==> src/rtl/osc_regs_pkg.sv <==
package osc_regs_pkg;
	// word widths
	localparam int unsigned ACC_WIDTH   = 32;
	localparam int unsigned PHASE_WIDTH = 16;
	localparam int unsigned BYTE_WIDTH  = 8;

	// register indices, byte address is four times the index
	localparam logic [7:0] IDX_CTRL         = 8'h80;
	localparam logic [7:0] IDX_FREQ_BYTE0   = 8'h82;
	localparam logic [7:0] IDX_FREQ_BYTE1   = 8'h83;
	localparam logic [7:0] IDX_FREQ_BYTE2   = 8'h84;
	localparam logic [7:0] IDX_FREQ_BYTE3   = 8'h85;
	localparam logic [7:0] IDX_PHASE_LOW    = 8'h86;
	localparam logic [7:0] IDX_PHASE_HIGH   = 8'h87;
	localparam logic [7:0] IDX_PHASE_LOW_C1 = 8'h88;
	localparam logic [7:0] IDX_STATUS       = 8'hA0;

	// index field inside the byte address
	localparam int unsigned IDX_LSB  = 2;
	localparam int unsigned IDX_MSB  = 9;
	localparam int unsigned ADDR_TOP = 10;

	// control register bit positions
	localparam int unsigned CTRL_DC1_EN_BIT  = 0;
	localparam int unsigned CTRL_LFSR_EN_BIT = 2;
	localparam int unsigned CTRL_OSC_EN_BIT  = 5;

	// reset values
	localparam logic [7:0]  RST_BYTE  = 8'h00;
	localparam logic [31:0] RST_WORD  = 32'h00000000;
	localparam logic [15:0] RST_PHASE = 16'h0000;

	// axi response codes
	localparam logic [1:0] RESP_OKAY   = 2'h0;
	localparam logic [1:0] RESP_SLVERR = 2'h2;
endpackage

==> src/rtl/osc_cfg_if.sv <==
`timescale 1ns/10ps
interface osc_cfg_if;
	logic [31:0] freq_word;
	logic [15:0] phase_word;
	logic        run;
	logic        offset_en;
	logic [31:0] acc;

	modport cfg
	(
		output freq_word,
		output phase_word,
		output run,
		output offset_en,
		input  acc
	);
	modport core
	(
		input  freq_word,
		input  run,
		output acc
	);
	modport sum
	(
		input  acc,
		input  phase_word,
		input  run,
		input  offset_en
	);
endinterface

==> src/rtl/osc_tuning_regs.sv <==
// Decided for this implementation: the AXI4-Lite register port.
`timescale 1ns/10ps
// How it works
// - output frequency is the frequency word over 2^32 times the sample rate.
// - an all-zero frequency word, the reset value, leaves the oscillator at DC.
// - the frequency word only acts while both the first down-converter enable and the oscillator enable are set.
// - the phase offset word is two byte registers, low then high, both resetting to zero.
// - the phase offset word is the offset in degrees times 2^16 over 360.
// - the phase offset acts only in down-conversion mode and only on the variant that has it.
module osc_tuning_regs
#(
	parameter bit HAS_DOWNCONV = 1'b1
)
(
	input  wire logic        core_clk_i,
	input  wire logic        sys_rst_i,
	input  wire logic [31:0] s_axi_awaddr_i,
	input  wire logic        s_axi_awvalid_i,
	output logic             s_axi_awready_o,
	input  wire logic [31:0] s_axi_wdata_i,
	input  wire logic [3:0]  s_axi_wstrb_i,
	input  wire logic        s_axi_wvalid_i,
	output logic             s_axi_wready_o,
	output logic [1:0]       s_axi_bresp_o,
	output logic             s_axi_bvalid_o,
	input  wire logic        s_axi_bready_i,
	input  wire logic [31:0] s_axi_araddr_i,
	input  wire logic        s_axi_arvalid_i,
	output logic             s_axi_arready_o,
	output logic [31:0]      s_axi_rdata_o,
	output logic [1:0]       s_axi_rresp_o,
	output logic             s_axi_rvalid_o,
	input  wire logic        s_axi_rready_i,
	output logic [15:0]      osc_phase_o,
	output logic             osc_running_o,
	output logic             dither_lfsr_en_o
);
	osc_cfg_if cfg_bus ();

	logic [7:0]  freq_byte_r [4];
	logic [7:0]  phase_low_r;
	logic [7:0]  phase_high_r;
	logic [7:0]  phase_low_c1_r;
	logic        dc1_en_r;
	logic        lfsr_en_r;
	logic        osc_en_r;
	logic        aw_held_r;
	logic        w_held_r;
	logic [31:0] waddr_r;
	logic [31:0] wdata_r;
	logic [3:0]  wstrb_r;
	logic        bvalid_r;
	logic [1:0]  bresp_r;
	logic        rvalid_r;
	logic [31:0] rdata_r;
	logic [1:0]  rresp_r;
	logic        wr_go;
	logic        wr_hit;
	logic [7:0]  wr_idx;
	logic [7:0]  rd_idx;
	logic        rd_hit;
	logic [31:0] rd_word;
	logic [15:0] phase_now;

	// index of a register from a byte address
	function automatic logic [7:0] reg_index(input logic [31:0] addr);
		return addr[osc_regs_pkg::IDX_MSB:osc_regs_pkg::IDX_LSB];
	endfunction

	// true when the address names an implemented register
	function automatic logic reg_mapped(input logic [31:0] addr);
		logic [7:0] idx;
		idx = addr[osc_regs_pkg::IDX_MSB:osc_regs_pkg::IDX_LSB];
		if (addr[31:osc_regs_pkg::ADDR_TOP] != 22'h000000)
			return 1'b0;
		return (idx == osc_regs_pkg::IDX_CTRL) || (idx == osc_regs_pkg::IDX_STATUS) ||
			((idx >= osc_regs_pkg::IDX_FREQ_BYTE0) && (idx <= osc_regs_pkg::IDX_PHASE_LOW_C1));
	endfunction

	// write channel handshakes, each channel held until the pair is complete
	assign s_axi_awready_o = !aw_held_r && !bvalid_r;
	assign s_axi_wready_o  = !w_held_r && !bvalid_r;
	assign wr_go           = aw_held_r && w_held_r && !bvalid_r;
	assign wr_idx          = reg_index(waddr_r);
	assign wr_hit          = reg_mapped(waddr_r);

	// address capture
	always_ff @(posedge core_clk_i)
	begin
		if (sys_rst_i)
		begin
			aw_held_r <= 1'b0;
			waddr_r   <= osc_regs_pkg::RST_WORD;
		end
		else if (s_axi_awvalid_i && s_axi_awready_o)
		begin
			aw_held_r <= 1'b1;
			waddr_r   <= s_axi_awaddr_i;
		end
		else if (wr_go)
			aw_held_r <= 1'b0;
	end

	// data capture
	always_ff @(posedge core_clk_i)
	begin
		if (sys_rst_i)
		begin
			w_held_r <= 1'b0;
			wdata_r  <= osc_regs_pkg::RST_WORD;
			wstrb_r  <= 4'h0;
		end
		else if (s_axi_wvalid_i && s_axi_wready_o)
		begin
			w_held_r <= 1'b1;
			wdata_r  <= s_axi_wdata_i;
			wstrb_r  <= s_axi_wstrb_i;
		end
		else if (wr_go)
			w_held_r <= 1'b0;
	end

	// write response, unmapped addresses answer slave error
	always_ff @(posedge core_clk_i)
	begin
		if (sys_rst_i)
		begin
			bvalid_r <= 1'b0;
			bresp_r  <= osc_regs_pkg::RESP_OKAY;
		end
		else if (wr_go)
		begin
			bvalid_r <= 1'b1;
			bresp_r  <= wr_hit ? osc_regs_pkg::RESP_OKAY : osc_regs_pkg::RESP_SLVERR;
		end
		else if (s_axi_bready_i)
			bvalid_r <= 1'b0;
	end

	// frequency word bytes, byte lane 0 carries the register
	always_ff @(posedge core_clk_i)
	begin
		if (sys_rst_i)
		begin
			for (int i = 0; i < 4; i++)
				freq_byte_r[i] <= osc_regs_pkg::RST_BYTE;
		end
		else if (wr_go && wstrb_r[0])
		begin
			for (int i = 0; i < 4; i++)
				if (wr_idx == osc_regs_pkg::IDX_FREQ_BYTE0 + 8'(i))
					freq_byte_r[i] <= wdata_r[7:0];
		end
	end

	// phase offset bytes and the first low-byte replica
	always_ff @(posedge core_clk_i)
	begin
		if (sys_rst_i)
		begin
			phase_low_r    <= osc_regs_pkg::RST_BYTE;
			phase_high_r   <= osc_regs_pkg::RST_BYTE;
			phase_low_c1_r <= osc_regs_pkg::RST_BYTE;
		end
		else if (wr_go && wstrb_r[0])
		begin
			if (wr_idx == osc_regs_pkg::IDX_PHASE_LOW)
				phase_low_r <= wdata_r[7:0];
			if (wr_idx == osc_regs_pkg::IDX_PHASE_HIGH)
				phase_high_r <= wdata_r[7:0];
			if (wr_idx == osc_regs_pkg::IDX_PHASE_LOW_C1)
				phase_low_c1_r <= wdata_r[7:0];
		end
	end

	// control bits, the host is expected to set all three together
	always_ff @(posedge core_clk_i)
	begin
		if (sys_rst_i)
		begin
			dc1_en_r  <= 1'b0;
			lfsr_en_r <= 1'b0;
			osc_en_r  <= 1'b0;
		end
		else if (wr_go && wstrb_r[0] && wr_idx == osc_regs_pkg::IDX_CTRL)
		begin
			dc1_en_r  <= wdata_r[osc_regs_pkg::CTRL_DC1_EN_BIT];
			lfsr_en_r <= wdata_r[osc_regs_pkg::CTRL_LFSR_EN_BIT];
			osc_en_r  <= wdata_r[osc_regs_pkg::CTRL_OSC_EN_BIT];
		end
	end

	// oscillator configuration
	assign cfg_bus.freq_word  = {freq_byte_r[3], freq_byte_r[2],
		freq_byte_r[1], freq_byte_r[0]};
	assign cfg_bus.phase_word = {phase_high_r, phase_low_r};
	assign cfg_bus.run        = dc1_en_r && osc_en_r;
	assign cfg_bus.offset_en  = HAS_DOWNCONV;

	osc_accum u_accum
	(
		.core_clk_i (core_clk_i),
		.sys_rst_i  (sys_rst_i),
		.cfg        (cfg_bus.core)
	);

	osc_phase_sum u_phase_sum
	(
		.core_clk_i (core_clk_i),
		.sys_rst_i  (sys_rst_i),
		.cfg        (cfg_bus.sum),
		.phase_o    (phase_now)
	);

	assign osc_phase_o      = phase_now;
	assign osc_running_o    = cfg_bus.run;
	assign dither_lfsr_en_o = lfsr_en_r;

	// read decode, byte registers sit in the low byte, the status phase in the low 16 bits
	assign rd_idx = reg_index(s_axi_araddr_i);
	assign rd_hit = reg_mapped(s_axi_araddr_i);

	always_comb
	begin
		rd_word = osc_regs_pkg::RST_WORD;
		unique case (rd_idx)
			osc_regs_pkg::IDX_CTRL:
			begin
				rd_word[osc_regs_pkg::CTRL_DC1_EN_BIT]  = dc1_en_r;
				rd_word[osc_regs_pkg::CTRL_LFSR_EN_BIT] = lfsr_en_r;
				rd_word[osc_regs_pkg::CTRL_OSC_EN_BIT]  = osc_en_r;
			end
			osc_regs_pkg::IDX_FREQ_BYTE0:   rd_word[7:0]  = freq_byte_r[0];
			osc_regs_pkg::IDX_FREQ_BYTE1:   rd_word[7:0]  = freq_byte_r[1];
			osc_regs_pkg::IDX_FREQ_BYTE2:   rd_word[7:0]  = freq_byte_r[2];
			osc_regs_pkg::IDX_FREQ_BYTE3:   rd_word[7:0]  = freq_byte_r[3];
			osc_regs_pkg::IDX_PHASE_LOW:    rd_word[7:0]  = phase_low_r;
			osc_regs_pkg::IDX_PHASE_HIGH:   rd_word[7:0]  = phase_high_r;
			osc_regs_pkg::IDX_PHASE_LOW_C1: rd_word[7:0]  = phase_low_c1_r;
			osc_regs_pkg::IDX_STATUS:       rd_word[15:0] = phase_now;
			default:                        rd_word       = osc_regs_pkg::RST_WORD;
		endcase
	end

	// read channel, one read in flight
	assign s_axi_arready_o = !rvalid_r;

	always_ff @(posedge core_clk_i)
	begin
		if (sys_rst_i)
		begin
			rvalid_r <= 1'b0;
			rdata_r  <= osc_regs_pkg::RST_WORD;
			rresp_r  <= osc_regs_pkg::RESP_OKAY;
		end
		else if (s_axi_arvalid_i && s_axi_arready_o)
		begin
			rvalid_r <= 1'b1;
			rdata_r  <= rd_hit ? rd_word : osc_regs_pkg::RST_WORD;
			rresp_r  <= rd_hit ? osc_regs_pkg::RESP_OKAY : osc_regs_pkg::RESP_SLVERR;
		end
		else if (s_axi_rready_i)
			rvalid_r <= 1'b0;
	end

	assign s_axi_bvalid_o = bvalid_r;
	assign s_axi_bresp_o  = bresp_r;
	assign s_axi_rvalid_o = rvalid_r;
	assign s_axi_rdata_o  = rdata_r;
	assign s_axi_rresp_o  = rresp_r;

	a_byte_order: assert property (@(posedge core_clk_i) disable iff (sys_rst_i)
		wr_go && wstrb_r[0] && wr_idx == osc_regs_pkg::IDX_FREQ_BYTE1
		|=> cfg_bus.freq_word[15:8] == $past(wdata_r[7:0]))
		else $error("byte one did not land in bits 15:8");

	a_top_byte: assert property (@(posedge core_clk_i) disable iff (sys_rst_i)
		wr_go && wstrb_r[0] && wr_idx == osc_regs_pkg::IDX_FREQ_BYTE3
		|=> cfg_bus.freq_word[31:24] == $past(wdata_r[7:0]))
		else $error("byte three did not land in bits 31:24");

	a_phase_bytes: assert property (@(posedge core_clk_i) disable iff (sys_rst_i)
		wr_go && wstrb_r[0] && wr_idx == osc_regs_pkg::IDX_PHASE_HIGH
		|=> cfg_bus.phase_word[15:8] == $past(wdata_r[7:0]))
		else $error("high phase byte not stored");

	a_reset_zero: assert property (@(posedge core_clk_i)
		$fell(sys_rst_i) |-> cfg_bus.freq_word == 32'h00000000 && cfg_bus.phase_word == 16'h0000)
		else $error("words not zero after reset");

	a_run_gate: assert property (@(posedge core_clk_i) disable iff (sys_rst_i)
		!dc1_en_r [*3] |-> osc_phase_o == 16'h0000)
		else $error("output moved while the converter is disabled");

	a_bvalid_hold: assert property (@(posedge core_clk_i) disable iff (sys_rst_i)
		s_axi_bvalid_o && !s_axi_bready_i |=> s_axi_bvalid_o && $stable(s_axi_bresp_o))
		else $error("write response dropped before taken");

	a_rvalid_hold: assert property (@(posedge core_clk_i) disable iff (sys_rst_i)
		s_axi_rvalid_o && !s_axi_rready_i |=> s_axi_rvalid_o && $stable(s_axi_rdata_o))
		else $error("read data dropped before taken");

	a_unmapped_err: assert property (@(posedge core_clk_i) disable iff (sys_rst_i)
		s_axi_arvalid_i && s_axi_arready_o && !rd_hit
		|=> s_axi_rresp_o == 2'h2 && s_axi_rdata_o == 32'h00000000)
		else $error("unmapped read not answered with slave error");
endmodule

==> src/rtl/osc_accum.sv <==
`timescale 1ns/10ps
module osc_accum
(
	input  wire logic core_clk_i,
	input  wire logic sys_rst_i,
	osc_cfg_if.core   cfg
);
	logic [31:0] acc_r;
	logic [31:0] acc_nxt;

	// wrap-around sum is the fraction of 2^32 per sample
	always_comb
	begin
		if (cfg.run)
			acc_nxt = acc_r + cfg.freq_word;
		else
			acc_nxt = osc_regs_pkg::RST_WORD;
	end

	// one step per core sample
	always_ff @(posedge core_clk_i)
	begin
		if (sys_rst_i)
			acc_r <= osc_regs_pkg::RST_WORD;
		else
			acc_r <= acc_nxt;
	end

	assign cfg.acc = acc_r;

	a_acc_step: assert property (@(posedge core_clk_i) disable iff (sys_rst_i)
		cfg.run |=> acc_r == $past(acc_r) + $past(cfg.freq_word))
		else $error("accumulator did not advance by the frequency word");

	a_dc_hold: assert property (@(posedge core_clk_i) disable iff (sys_rst_i)
		(cfg.freq_word == 32'h00000000 && cfg.run) [*2] |-> $stable(acc_r))
		else $error("zero frequency word moved the accumulator");
endmodule

==> src/rtl/osc_phase_sum.sv <==
`timescale 1ns/10ps
module osc_phase_sum
(
	input  wire logic        core_clk_i,
	input  wire logic        sys_rst_i,
	osc_cfg_if.sum           cfg,
	output logic      [15:0] phase_o
);
	logic [15:0] offset;
	logic [15:0] phase_r;

	// offset counts in units of 360/2^16 degrees
	assign offset = (cfg.run && cfg.offset_en) ? cfg.phase_word
		: osc_regs_pkg::RST_PHASE;

	always_ff @(posedge core_clk_i)
	begin
		if (sys_rst_i)
			phase_r <= osc_regs_pkg::RST_PHASE;
		else
			phase_r <= cfg.acc[31:16] + offset;
	end

	assign phase_o = phase_r;

	a_phase_out: assert property (@(posedge core_clk_i) disable iff (sys_rst_i)
		cfg.run && cfg.offset_en |=> phase_r == 16'($past(cfg.acc[31:16]) + $past(cfg.phase_word)))
		else $error("output phase is not accumulator plus offset");
endmodule

==> config.mk <==
export PLATFORM = sky130hd
export DESIGN_NAME = osc_tuning_regs
export DESIGN_NICKNAME = d
export VERILOG_FILES = /design/src/rtl/osc_regs_pkg.sv /design/src/rtl/osc_cfg_if.sv /design/src/rtl/osc_tuning_regs.sv /design/src/rtl/osc_accum.sv /design/src/rtl/osc_phase_sum.sv
export SDC_FILE = /design/constraint.sdc
export NUM_CORES = 1
export LEC_CHECK = 0
export BUFFER_PORTS_ARGS = -buffer_cell sky130_fd_sc_hd__buf_2
export CORE_MARGIN = 2
export CORE_UTILIZATION = 40
export DETAILED_ROUTE_END_ITERATION = 10
export HOLD_SLACK_MARGIN = 0.02
export PLACE_DENSITY = 0.6
export REMOVE_ABC_BUFFERS = 1
export SLEW_MARGIN = 5
export SYNTH_ARGS = -nofsm -noshare
export SYNTH_HDL_FRONTEND = slang
export SYNTH_SLANG_ARGS = --single-unit
==> constraint.sdc <==
create_clock -name core_clk_i -period 2.8 [get_ports core_clk_i]
set_input_delay 0.84 -clock core_clk_i [delete_from_list [all_inputs] [get_ports core_clk_i]]
set_output_delay 0.84 -clock core_clk_i [all_outputs]
set_load 0.1 [all_outputs]
# [Word level (Yosys, flattened, before mapping)]
# Memory sizes are Yosys's and may differ from the RTL's.
# Index checks and enable logic that the tools add are counted.
[word_totals] inputBits=107 elab_cells=124 output_inout_bits=59 mem_bits_rw=32 reg_bits=156 n_memories=1
[mem_list] memory="freq_byte_r" words=4 width=8 rd=4 rd_ports_with_merged_regs=0 write_ports=4 line_no="osc_tuning_regs.sv:40" rtl="logic [7:0] freq_byte_r [4];"
[op_classes] n_reduce_logical=30 n_lt_le_gt_ge=4 n_mux=46 n_eq_ne=18 addsub=2 bitwise=5
[op_table] op="8-bit equality test (second input constant)" count=18
[op_table] op="22-bit nonzero test" count=2
[op_table] op="8-bit 2-to-1 mux" count=5
[op_table] op="32-bit adder" count=1
[op_table] op="16-bit 2-to-1 mux" count=2
[op_table] op="2-bit one-hot mux with 8 select lines" count=2
[op_table] op="1-bit 2-to-1 mux" count=31
[op_table] op="1-bit one-hot mux with 9 select lines" count=3
[op_table] op="16-bit adder" count=1
[op_table] op="8-bit >= comparator (second input constant)" count=2
[op_table] op="8-bit less-or-equal comparator (second input constant)" count=2
[op_table] op="1-bit logical AND" count=12
[op_table] op="1-bit one-hot mux with 8 select lines" count=1
[op_table] op="2-bit nonzero test" count=4
[op_table] op="2-bit AND reduction" count=3
[op_table] op="1-bit logical NOT" count=4
[op_table] op="1-bit logical OR" count=4
[op_table] op="2-bit 2-to-1 mux" count=2
[op_table] op="1-bit OR" count=4
[op_table] op="2-bit OR reduction" count=1
[op_table] op="1-bit NOT" count=1

# [Depth between registers and ports, before layout]
# Gate-level depths: netlist (run 1).
[logic_depth] word_depth=7 mapped_depth=10 depth_no_buf=10

# [Hierarchy]
# Synthesis (run 1) repeated with hierarchy kept, for this count alone.
[unflattened] hier_cells=1053 hier_area_um2=9296.4
[by_module_without_submodules] mod="osc_tuning_regs" cells_each=565 seq_area_each_um2=2722.6 area_each_um2=5357.6 instances=1
[by_module_without_submodules] mod="osc_accum" cells_each=337 seq_area_each_um2=640.6 area_each_um2=2635.0 instances=1
[by_module_without_submodules] mod="osc_phase_sum" cells_each=151 seq_area_each_um2=320.3 area_each_um2=1303.8 instances=1

# [Worst setup path after synthesis (run 1)]
# No wires, ideal clock.
[synth_timing] kind="reg2out" from="reg bvalid_r, in the netlist s_axi_bvalid_o" to="out s_axi_awready_o" t_arrival_ns=2.142 t_required_ns=1.960 setup_slack_ns=-0.182 path_stages_with_launch=2 n_path_buf=0 cell_sequence="dfxtp_1 nor2_1"
[synth_via] elab_chain_len=2
[synth_rtl] element="from (decl)" line_no="osc_tuning_regs.sv:52" rtl="logic bvalid_r;"
[synth_rtl] element="from (signal assigned)" line_no="osc_tuning_regs.sv:128" rtl="bvalid_r <= 1'b0;"
[synth_rtl] element="from (signal assigned)" line_no="osc_tuning_regs.sv:133" rtl="bvalid_r <= 1'b1;"
[synth_rtl] element="from (signal assigned)" line_no="osc_tuning_regs.sv:137" rtl="bvalid_r <= 1'b0;"
[synth_rtl] element="1-bit logical NOT" line_no="osc_tuning_regs.sv:81" rtl="assign s_axi_awready_o = !aw_held_r && !bvalid_r;"
[synth_rtl] element="1-bit logical AND" line_no="osc_tuning_regs.sv:81"
[synth_rtl] element="to (decl)" line_no="osc_tuning_regs.sv:19" rtl="output logic s_axi_awready_o,"
# Every way passes these cells.

# [Worst setup path after layout (run 1)]
[layout_timing] from="reg osc_en_r" to="out osc_running_o"
[layout_via] elab_chain_len=1
[layout_rtl] element="from (decl)" line_no="osc_tuning_regs.sv:46" rtl="logic osc_en_r;"
[layout_rtl] element="from (signal assigned)" line_no="osc_tuning_regs.sv:189" rtl="osc_en_r <= wdata_r[osc_regs_pkg::CTRL_OSC_EN_BIT];"
[layout_rtl] element="1-bit logical AND" line_no="osc_tuning_regs.sv:197" rtl="assign cfg_bus.run = dc1_en_r && osc_en_r;"
[layout_rtl] element="to (decl)" line_no="osc_tuning_regs.sv:35" rtl="output logic osc_running_o,"
# Every way passes these cells.

==> results of run 1 <==
synthesized netlist by cell type (all sizes together) (3+ instances only):
cell type / instances / area share (%)
and4: 3 / 0.29
mux4: 6 / 1.5
o22ai: 3 / 0.21
nand4: 14 / 0.97
dfxtp: 136 / 30
nor2b: 9 / 0.62
inv: 17 / 0.70
xor2: 13 / 1.3
a221oi: 5 / 0.55
o21a: 11 / 0.91
clkbuf: 40 / 1.7
nor4: 10 / 0.69
nand3: 23 / 1.3
nand2: 115 / 4.8
and2: 40 / 2.8
a21o: 26 / 2.2
nor2: 109 / 4.7
a21oi: 96 / 5.5
ha: 46 / 6.3
a31oi: 7 / 0.48
mux2i: 31 / 3.4
nor3b: 9 / 0.74
and3: 19 / 1.3
mux2: 5 / 0.62
nand2b: 9 / 0.62
or2: 3 / 0.23
nor3: 26 / 1.5
or3: 3 / 0.21
a22oi: 21 / 1.7
a211oi: 10 / 0.83
buf: 30 / 2.3
xnor2: 19 / 1.8
o31ai: 5 / 0.41
o21bai: 13 / 1.1
a221o: 3 / 0.33
edfxtp: 32 / 11
o21ai: 32 / 1.8
o211ai: 4 / 0.39
placed cells by master (no fill, tap or decap), types with 6 or more instances in the layout:
cell type  Yosys  final
buf_4         18     26
clkbuf_16      0     17
nor4_1        10     10
edfxtp_1      32     32
xnor2_1       19     19
and3_1        19     19
nand2_1      115    115
a22oi_1       21     21
nor2_1       107    107
nor3b_1        9      9
inv_8          0      6
o21a_1        11     11
nor3_1        24     24
o21bai_1      13     13
a21o_1        25     25
mux4_2         6      6
mux2i_1       31     31
buf_2          6    115
o21ai_0       28     26
a21oi_1       93     92
conb_1         1     18
and2_1        40     40
o21ai_1        4      6
dfxtp_1      136    135
inv_1         17     17
nand3_1       23     23
nand4_1       14     14
nand2b_1       9      9
xor2_1        13     13
a31oi_1        7      7
nor2b_1        9      9
ha_1          46     46
a211oi_1      10     10
layout make-up:
class	instances	area share, %
clock buffers	17	4.049
multi-input cells	789	47.90
well taps	285	3.394
clock inverters	15	1.643
flip-flops and latches	168	35.07
inverters	17	0.6073
repair buffers	141	7.335
per-layer routing:
layer  vias to the layer above  wire (µm)  GRT usage (%)
li1                       3867          -              -
met1                      3609      11420          28.27
met2                       160      11390          33.57
met3                        34       1015          3.054
met4                         0        534          6.834
met5                         -          0              0
logic make-up after synthesis:
logic type / synth area share, %
buf+inv: 4.674
xor+xnor: 3.089
compound gates: 18.13
other cells: 0.04133
fa+ha+maj: 6.784
flops: 40.60
mux: 5.529
simple gates: 21.15
state kept, by name (all words and copies together) (netlist names), 8 cells and up:
name / cells
u_accum.cfg.acc: 32
u_phase_sum.phase_o: 16
s_axi_rdata_o: 16
phase_high_r: 8
wdata_r: 8
waddr_r: 30
phase_low_c1_r: 8
freq_byte_r: 32
phase_low_r: 8
report_power, final:
part	switching, mW	leakage [nW]	internal (mW)
registers	0.0721	1.43	2.52
clock network	1.16	0.295	1.21
logic	0.376	2.73	0.147
total	1.61	4.46	3.87
worst max-delay path, stage by stage, from the launching register on:
cell     delay [ns]
dfxtp_1        0.41
buf_4          0.22
and2_1         0.23
buf_2          0.46
how the worst max path moves through the flow:
stage / from / end / slack [ns] / cells after the start
after floorplan: s_axi_bvalid_o / waddr_r[10] / -0.63 / 4
after global placement: freq_byte_r[0][0] / u_accum.cfg.acc[28] / 0.24 / 11
after detailed placement: freq_byte_r[0][0] / u_accum.cfg.acc[28] / 0.23 / 11
after CTS: dc1_en_r / osc_running_o / 0.14 / 3
after global routing: freq_byte_r[0][0] / u_accum.cfg.acc[30] / 0.02 / 10
final: osc_en_r / osc_running_o / 0.19 / 3
what timing repair did:
item	4_1_cts	5_1_grt
gates resized for setup	0	4
endpoints found under the hold margin	0	0
endpoints found under the setup margin	0	5
==> qor.csv, run 1 <==
metric,value,unit
cts_buffer_depth,2,
grt_pass1_vias,7210,
yosys_warnings,0,
status,"complete, no violations",
area_growth,15.80,%
finalSetupViolCount,0,
fin_crit_sh,93.13,%
path_class,flop to primary output,
hold_buffers,0,
finalClockSkew,0.01367,ns
io_pins,166,
cts_setup_buffers,0,
synth-seq-cells,168,
antenna_found_initial,0,
die_area,23900,µm²
timing.rr.end,u_accum.cfg.acc[28],
place.gp.congestion,0.8914,
place_hpwl,18540,µm
vias,7670,
dpl_cell_area,9905,µm²
startpoint_type,flop,
holdPathEnd,wstrb_r[0],
drv_slew,0,
seqCellArea,3685,µm²
grt_pass1_wl,38700,µm
postRouteWirelength,24360,µm
syn_inst,1027,
tightest_slew,0.8544,ns
whs,0.4537,ns
final_layout_size_suffix_gt1_share,17.79,%
fin_ws,0.1924,ns
fmax,383.5,MHz
clk_pin_slew,0.08,ns
grtUsageTotal,20.65,%
core_area,22430,µm²
nFillCells,2186,
chipWidth,154.6,µm
grt_max_degree,51,
port_buffers,116,
fin_nets,1289,
crit_path_end_kind,primary output,
clk_latency,0.44,ns
hp-start,wstrb_r[0],
fin_crit,2.608,ns
stdcell_count,1432,
reg2reg_depth,11,
fin_util,46.84,%
r2r_slack,0.20,ns
hold_viol_final,0,
worstPathRequired,1.96,ns
seq_area_frac_synth,40.60,%
route.detailed.drc,0,
power,5.487,mW
synth_edf_count,32,
hold_path.class,flop to flop,
drt_iter0_drc,555,
drt_pass1_iterations,5,
cap_violations,0,
final_area,10510,µm²
async_flop_share,0,%
overflow,0,
p_leak,4.461,nW
power_density,522.2,nW/µm²
dp_slack,0.2275,ns
crit_arrival,1.77,ns
cp_max_fo,14,
via_per_inst,5.356,
synth_flop_cell,dfxtp_1,
synth_area,9074,µm²
htreeDepth,4,
cts_root_buf,clkbuf_16,
num_rows,55,
clock_sinks,168,
rsz0062_at_grt,false,
multi_input_area,5034,µm²
place_inst,1400,
syn_avg_cell_area,8.835,µm²
slew-limit-headroom,42.92,%
cts_tree,yes,
floorplan.initialDensity,40.45,%
wire_per_inst,17.01,µm
r2r-start,freq_byte_r[0][0],
tns,0,ns
die_h,154.6,µm
cts_buffers,17,
ys_types,68,
ant_nets,0,
min_path_cells,2,
antennaDiodeCount,0,
ir_drop,0.3392,mV
Note: power is estimated with default switching activity, not from simulation.
==> inputs of run 2 (changes only) <==
--- a/config.mk
+++ b/config.mk
@@ -8,6 +8,7 @@
 export BUFFER_PORTS_ARGS = -buffer_cell sky130_fd_sc_hd__buf_2
 export CORE_MARGIN = 2
 export CORE_UTILIZATION = 40
+export CTS_BUF_LIST = sky130_fd_sc_hd__clkbuf_8
 export DETAILED_ROUTE_END_ITERATION = 10
 export HOLD_SLACK_MARGIN = 0.02
 export PLACE_DENSITY = 0.6
==> run 2 against run 1 <==
Effect of this change:
- final cell count is the same
- clock power shrank 25%
- sequential share of layout area grew 0.65 points
- combinational power is essentially flat
- non-clock buffer count is the same
- register-to-register slack is essentially flat
- die area is the same
- wire length shrank 0.55%
- critical endpoint unchanged
- largest power group unchanged
==> qor.csv, run 2 (synthesis gave the netlist of run 1 again) <==
metric,value,unit
port_buffers,116,
reg2reg_depth,11,
cp_slowest_stage_delay,0.46,ns
fmax,375.9,MHz
ant_nets,0,
cts_tree,yes,
tightest_slew,0.8708,ns
startpoint_type,flop,
slowest_stage,buf_2,
startpoint,osc_en_r,
place_hpwl,18540,µm
die_h,154.6,µm
rsz0062_at_grt,false,
layout_common_cells,"dfxtp_1 (135), nand2_1 (115), buf_2 (115)",
finalSetupViolCount,0,
nFillCells,2214,
drt_iter0_drc,552,
grt_pass1_wl,38460,µm
p_leak,4.374,nW
r2r_slack,0.21,ns
hold_path.class,flop to flop,
htreeDepth,4,
slew-limit-headroom,41.82,%
postRouteWirelength,24230,µm
power_density,473.5,nW/µm²
crit_end,osc_running_o,
grt_max_degree,51,
chipWidth,154.6,µm
hold_viol_final,0,
timing.rr.end,u_accum.cfg.acc[28],
clk_latency,0.48,ns
worstPathRequired,1.96,ns
floorplan.initialDensity,40.45,%
path_class,flop to primary output,
ir_drop,0.2820,mV
status,"complete, no violations",
cts_buffer_depth,2,
crit_path_end_kind,primary output,
fin_crit_sh,95.01,%
drt_pass1_iterations,4,
grt_pass1_vias,7175,
io_pins,166,
multi_input_area,5034,µm²
vias,7635,
final_layout_size_suffix_gt1_share,17.79,%
wire_per_inst,16.92,µm
antennaDiodeCount,0,
mostFrequentLayoutCell,dfxtp_1,
area_growth,13.69,%
core_area,22430,µm²
clk_pin_slew,0.11,ns
power,4.885,mW
crit_arrival,1.82,ns
crit_chain,buf_4 > and2_1 > buf_2,
route.detailed.drc,0,
fin_nets,1289,
cp_max_fo,14,
whs,0.4602,ns
seqCellArea,3685,µm²
via_per_inst,5.332,
drv_slew,0,
antenna_found_initial,0,
num_rows,55,
die_area,23900,µm²
overflow,0,
fin_crit,2.660,ns
finalClockSkew,0.02158,ns
place.gp.congestion,0.8914,
grtUsageTotal,20.50,%
clock_sinks,168,
cap_violations,0,
cts_buffers,17,
cts_root_buf,clkbuf_8,
r2r-start,freq_byte_r[0][0],
hold_buffers,0,
-- run 2: changes by cell type in the layout (fill, tap and decap cells not counted) --
cell	before	now
clkbuf_8	0	17
clkbuf_16	17	0
-- run 2: worst min-delay path by stage --
stage,endpoint,startpoint,cells past startpoint
2_1_floorplan,wstrb_r[0],wstrb_r[0],2
3_3_place_gp,waddr_r[12],waddr_r[12],2
3_5_place_dp,waddr_r[16],waddr_r[16],2
4_1_cts,waddr_r[27],waddr_r[27],2
5_1_grt,waddr_r[10],waddr_r[10],2
6_report,wstrb_r[0],wstrb_r[0],2
-- run 2: power by group --
| group | internal, mW | switching, mW | total [mW] |
|---|---|---|---|
| combinational | 0.147 | 0.377 | 0.524 |
| sequential | 2.52 | 0.0722 | 2.59 |
| clock | 0.684 | 1.09 | 1.77 |
-- run 2: per-stage QoR --
stage	util, %	setup WS, ns	TNS, ns	instance area, µm²	instances
after floorplan	-	-0.6293	-21.42	8777	974
after detailed placement	44.15	0.2275	0	9905	1400
after CTS	45.96	0.08322	0	10310	1432
final	45.98	0.1397	0	10320	1432
after global routing	45.98	0.01395	0	10320	1432
after global placement	44.15	0.2388	0	9905	1400
-- run 2: metal layers --
metal	track usage [%]	vias to the layer above	routed length (µm)
met5	0	-	0
met4	7.011	0	556
met1	28.21	3571	11280
li1	-	3863	-
met2	32.74	174	11180
met3	3.390	27	1208
-- run 2: cell type report --
cell class              count  area share (%)
inverters                  17          0.6186
multi-input cells         789           48.79
repair buffers            141           7.471
well taps                 285           3.457
flip-flops and latches    168           35.72
clock buffers              17           2.268
clock inverters            15           1.674
-- run 2: worst max-delay path: cells and delay by family, from the launching register on --
family        cells  cell delay, ns
buf+inv           2            0.68
flops             1            0.43
simple gates      1            0.23
-- run 2: what timing repair did --
action,in CTS,in global routing
setup endpoints to repair,0,5
setup buffers,0,0
resized for setup,0,4
==> inputs of run 3 (changes only) <==
--- a/config.mk
+++ b/config.mk
@@ -11,9 +11,10 @@
 export CTS_BUF_LIST = sky130_fd_sc_hd__clkbuf_8
 export DETAILED_ROUTE_END_ITERATION = 10
 export HOLD_SLACK_MARGIN = 0.02
-export PLACE_DENSITY = 0.6
+export PLACE_DENSITY = 0.59
 export REMOVE_ABC_BUFFERS = 1
 export SLEW_MARGIN = 5
 export SYNTH_ARGS = -nofsm -noshare
 export SYNTH_HDL_FRONTEND = slang
+export SYNTH_HIERARCHICAL = 1
 export SYNTH_SLANG_ARGS = --single-unit
==> constraint.sdc (replaced) <==
create_clock -name core_clk_i -period 3.4 [get_ports core_clk_i]
set_input_delay 1.02 -clock core_clk_i [delete_from_list [all_inputs] [get_ports core_clk_i]]
set_output_delay 1.02 -clock core_clk_i [all_outputs]
set_load 0.1 [all_outputs]
==> run 3 against run 2 <==
Effect of this change:
- via count rose by 3.6%
- critical path depth grew 6
- total power shrank 17%
- non-clock buffer count shrank 14
- register-to-register slack better by 0.099 ns
- first-iteration DRC count fell by 4.0%
- sequential power fell by 18%
- final area rose by 1.5%
- combinational power down 19%
- worst hold slack got worse by 0.0020 ns
- die area up 2.4%
- clock power shrank 16%
==> qor.csv, run 3 <==
metric,value,unit
status,"complete, no violations",
crit_chain,and2_1 > and3_1 > ha_1 > fa_1 > a21oi_1 > o211a_1 > nor2_1 > a311oi_1 > mux2_1,
area_growth,12.61,%
cts_buffer_depth,2,
r2r_slack,0.31,ns
synth_edf_count,32,
core_area,22710,µm²
synth_flop_cell,dfxtp_1,
die_h,156.5,µm
yosysMostFrequentCell,nand2_1,
antennaDiodeCount,0,
tightest_slew,0.8118,ns
via_per_inst,5.456,
finalClockSkew,0.01756,ns
reg2reg_depth,9,
seq_area_frac_synth,39.62,%
hold_path.class,flop to flop,
grt_pass1_wl,39960,µm
ys_top_cells_by_count,"nand2_1 (139), dfxtp_1 (136), a21oi_1 (93)",
io_pins,166,
fin_crit_sh,90.90,%
grt_pass1_vias,7418,
cp_slowest_stage_delay,0.43,ns
hold_viol_final,0,
async_flop_share,0,%
ys_top_cells_by_area,"dfxtp_1 (29%), edfxtp_1 (10%), ha_1 (6.2%)",
clock_sinks,168,
drt_iter0_drc,530,
die_area,24480,µm²
final_layout_size_suffix_gt1_share,15.97,%
path_class,flop to flop,
clk_latency,0.47,ns
crit_arrival,3.45,ns
place.gp.congestion,0.8532,
yosysTopAreaCell,dfxtp_1,
grt_max_degree,36,
wire_per_inst,17.26,µm
vias,7911,
ys_types,87,
whs,0.4582,ns
worstPathRequired,3.75,ns
layout_common_cells,"nand2_1 (139), dfxtp_1 (136), buf_2 (115)",
mostFrequentLayoutCell,nand2_1,
startpoint,dc1_en_r,
cts_resized,0,
antenna_found_initial,0,
yosys_warnings,6,
fmax,323.5,MHz
yosysTopAreaCellShare,29.29,%
finalSetupViolCount,0,
hold_buffers,0,
route.detailed.drc,0,
syn_inst,1053,
min_path_cells,2,
slew-limit-headroom,45.77,%
power_density,385.7,nW/µm²
r2r-start,dc1_en_r,
overflow,0,
place_hpwl,18900,µm
startpoint_type,flop,
cts_setup_buffers,0,
synth_area,9296,µm²
floorplan.initialDensity,40.94,%
hp-start,waddr_r[6],
syn_avg_cell_area,8.829,µm²
rsz0062_at_grt,false,
crit_path_end_kind,flop,
ir_drop,0.3154,mV
cp_max_fo,19,
cts_root_buf,clkbuf_8,
timing.rr.end,u_phase_sum/phase_o[10],
port_buffers,116,
power,4.038,mW
cts_tree,yes,
drv_slew,0,
holdPathEnd,waddr_r[6],
fin_crit,3.091,ns
synth-seq-cells,168,
cts_buffers,17,
fin_nets,1307,
drt_pass1_iterations,5,
p_leak,4.462,nW
grtUsageTotal,20.91,%
ant_nets,0,
postRouteWirelength,25020,µm
tns,0,ns
chipWidth,156.5,µm
cap_violations,0,
htreeDepth,4,
slowest_stage,and2_1,
fin_util,46.10,%
num_rows,55,
clk_pin_slew,0.10,ns
[run 3: changes by cell type after synthesis, sizes merged, moves of 6 or more]
cell,change
nand2,+24
nor2b,+9
nor2,-28
o211ai,+7
nor3,-10
a22oi,-17
o21ai,-6
and3,+6
and2,+6
a21o,-12
mux2i,+9
a22o,+7
[run 3: per-stage QoR]
step	cell area [µm²]	worst slack, ns	instances
after detailed placement	10060	0.3953	1418
after floorplan	9036	-0.02930	1006
after global placement	10060	0.4016	1418
after global routing	10470	0.1868	1450
after CTS	10470	0.3649	1450
final	10470	0.3093	1450
[run 3: logic make-up after synthesis]
group / after synthesis / share of synthesized area, %
xor+xnor: 27 / 2.544
compound gates: 255 / 18.49
flops: 168 / 39.62
other cells: 2 / 0.08078
mux: 48 / 5.518
simple gates: 416 / 22.62
fa+ha+maj: 48 / 6.622
buf+inv: 89 / 4.495
[run 3: cell type report]
cell class | count | area [µm²]
multi-input combinational | 819 | 5281
fill | 2302 | 12240
inverter | 19 | 71.32
timing repair buffer | 127 | 665.6
sequential | 168 | 3684
clock buffer | 17 | 234.0
clock inverter | 15 | 176.4
tap | 285 | 356.6
[run 3: power breakdown]
part	internal (mW)	switching, mW
sequential	2.07	0.0588
clock	0.620	0.859
combinational	0.114	0.311
total	2.81	1.23
[run 3: worst max-delay path by stage]
stage / cells past startpoint / end / slack [ns]
detailed placement: 9 / u_phase_sum/phase_o[10] / 0.40
global route: 9 / u_phase_sum/phase_o[10] / 0.19
floorplan: 4 / waddr_r[10] / -0.03
finish: 9 / u_phase_sum/phase_o[10] / 0.31
CTS: 2 / osc_running_o / 0.36
global placement: 9 / u_phase_sum/phase_o[10] / 0.40
[run 3: routing by layer]
metal | track usage [%] | routed length (µm) | up-vias
li1 | - | - | 3967
met1 | 28.90 | 11690 | 3692
met2 | 34.34 | 11740 | 228
met4 | 5.548 | 334 | 0
met3 | 2.935 | 1259 | 24
met5 | 0 | 0 | -
[run 3: worst max-delay path: cells and delay by family, from the launching register on]
kind	cells	cell delay, ns
muxes	1	0.36
and+or+nand+nor	3	0.85
adders and majority gates	2	0.66
AOI/OAI and AO/OA	3	0.78
DFF	1	0.34
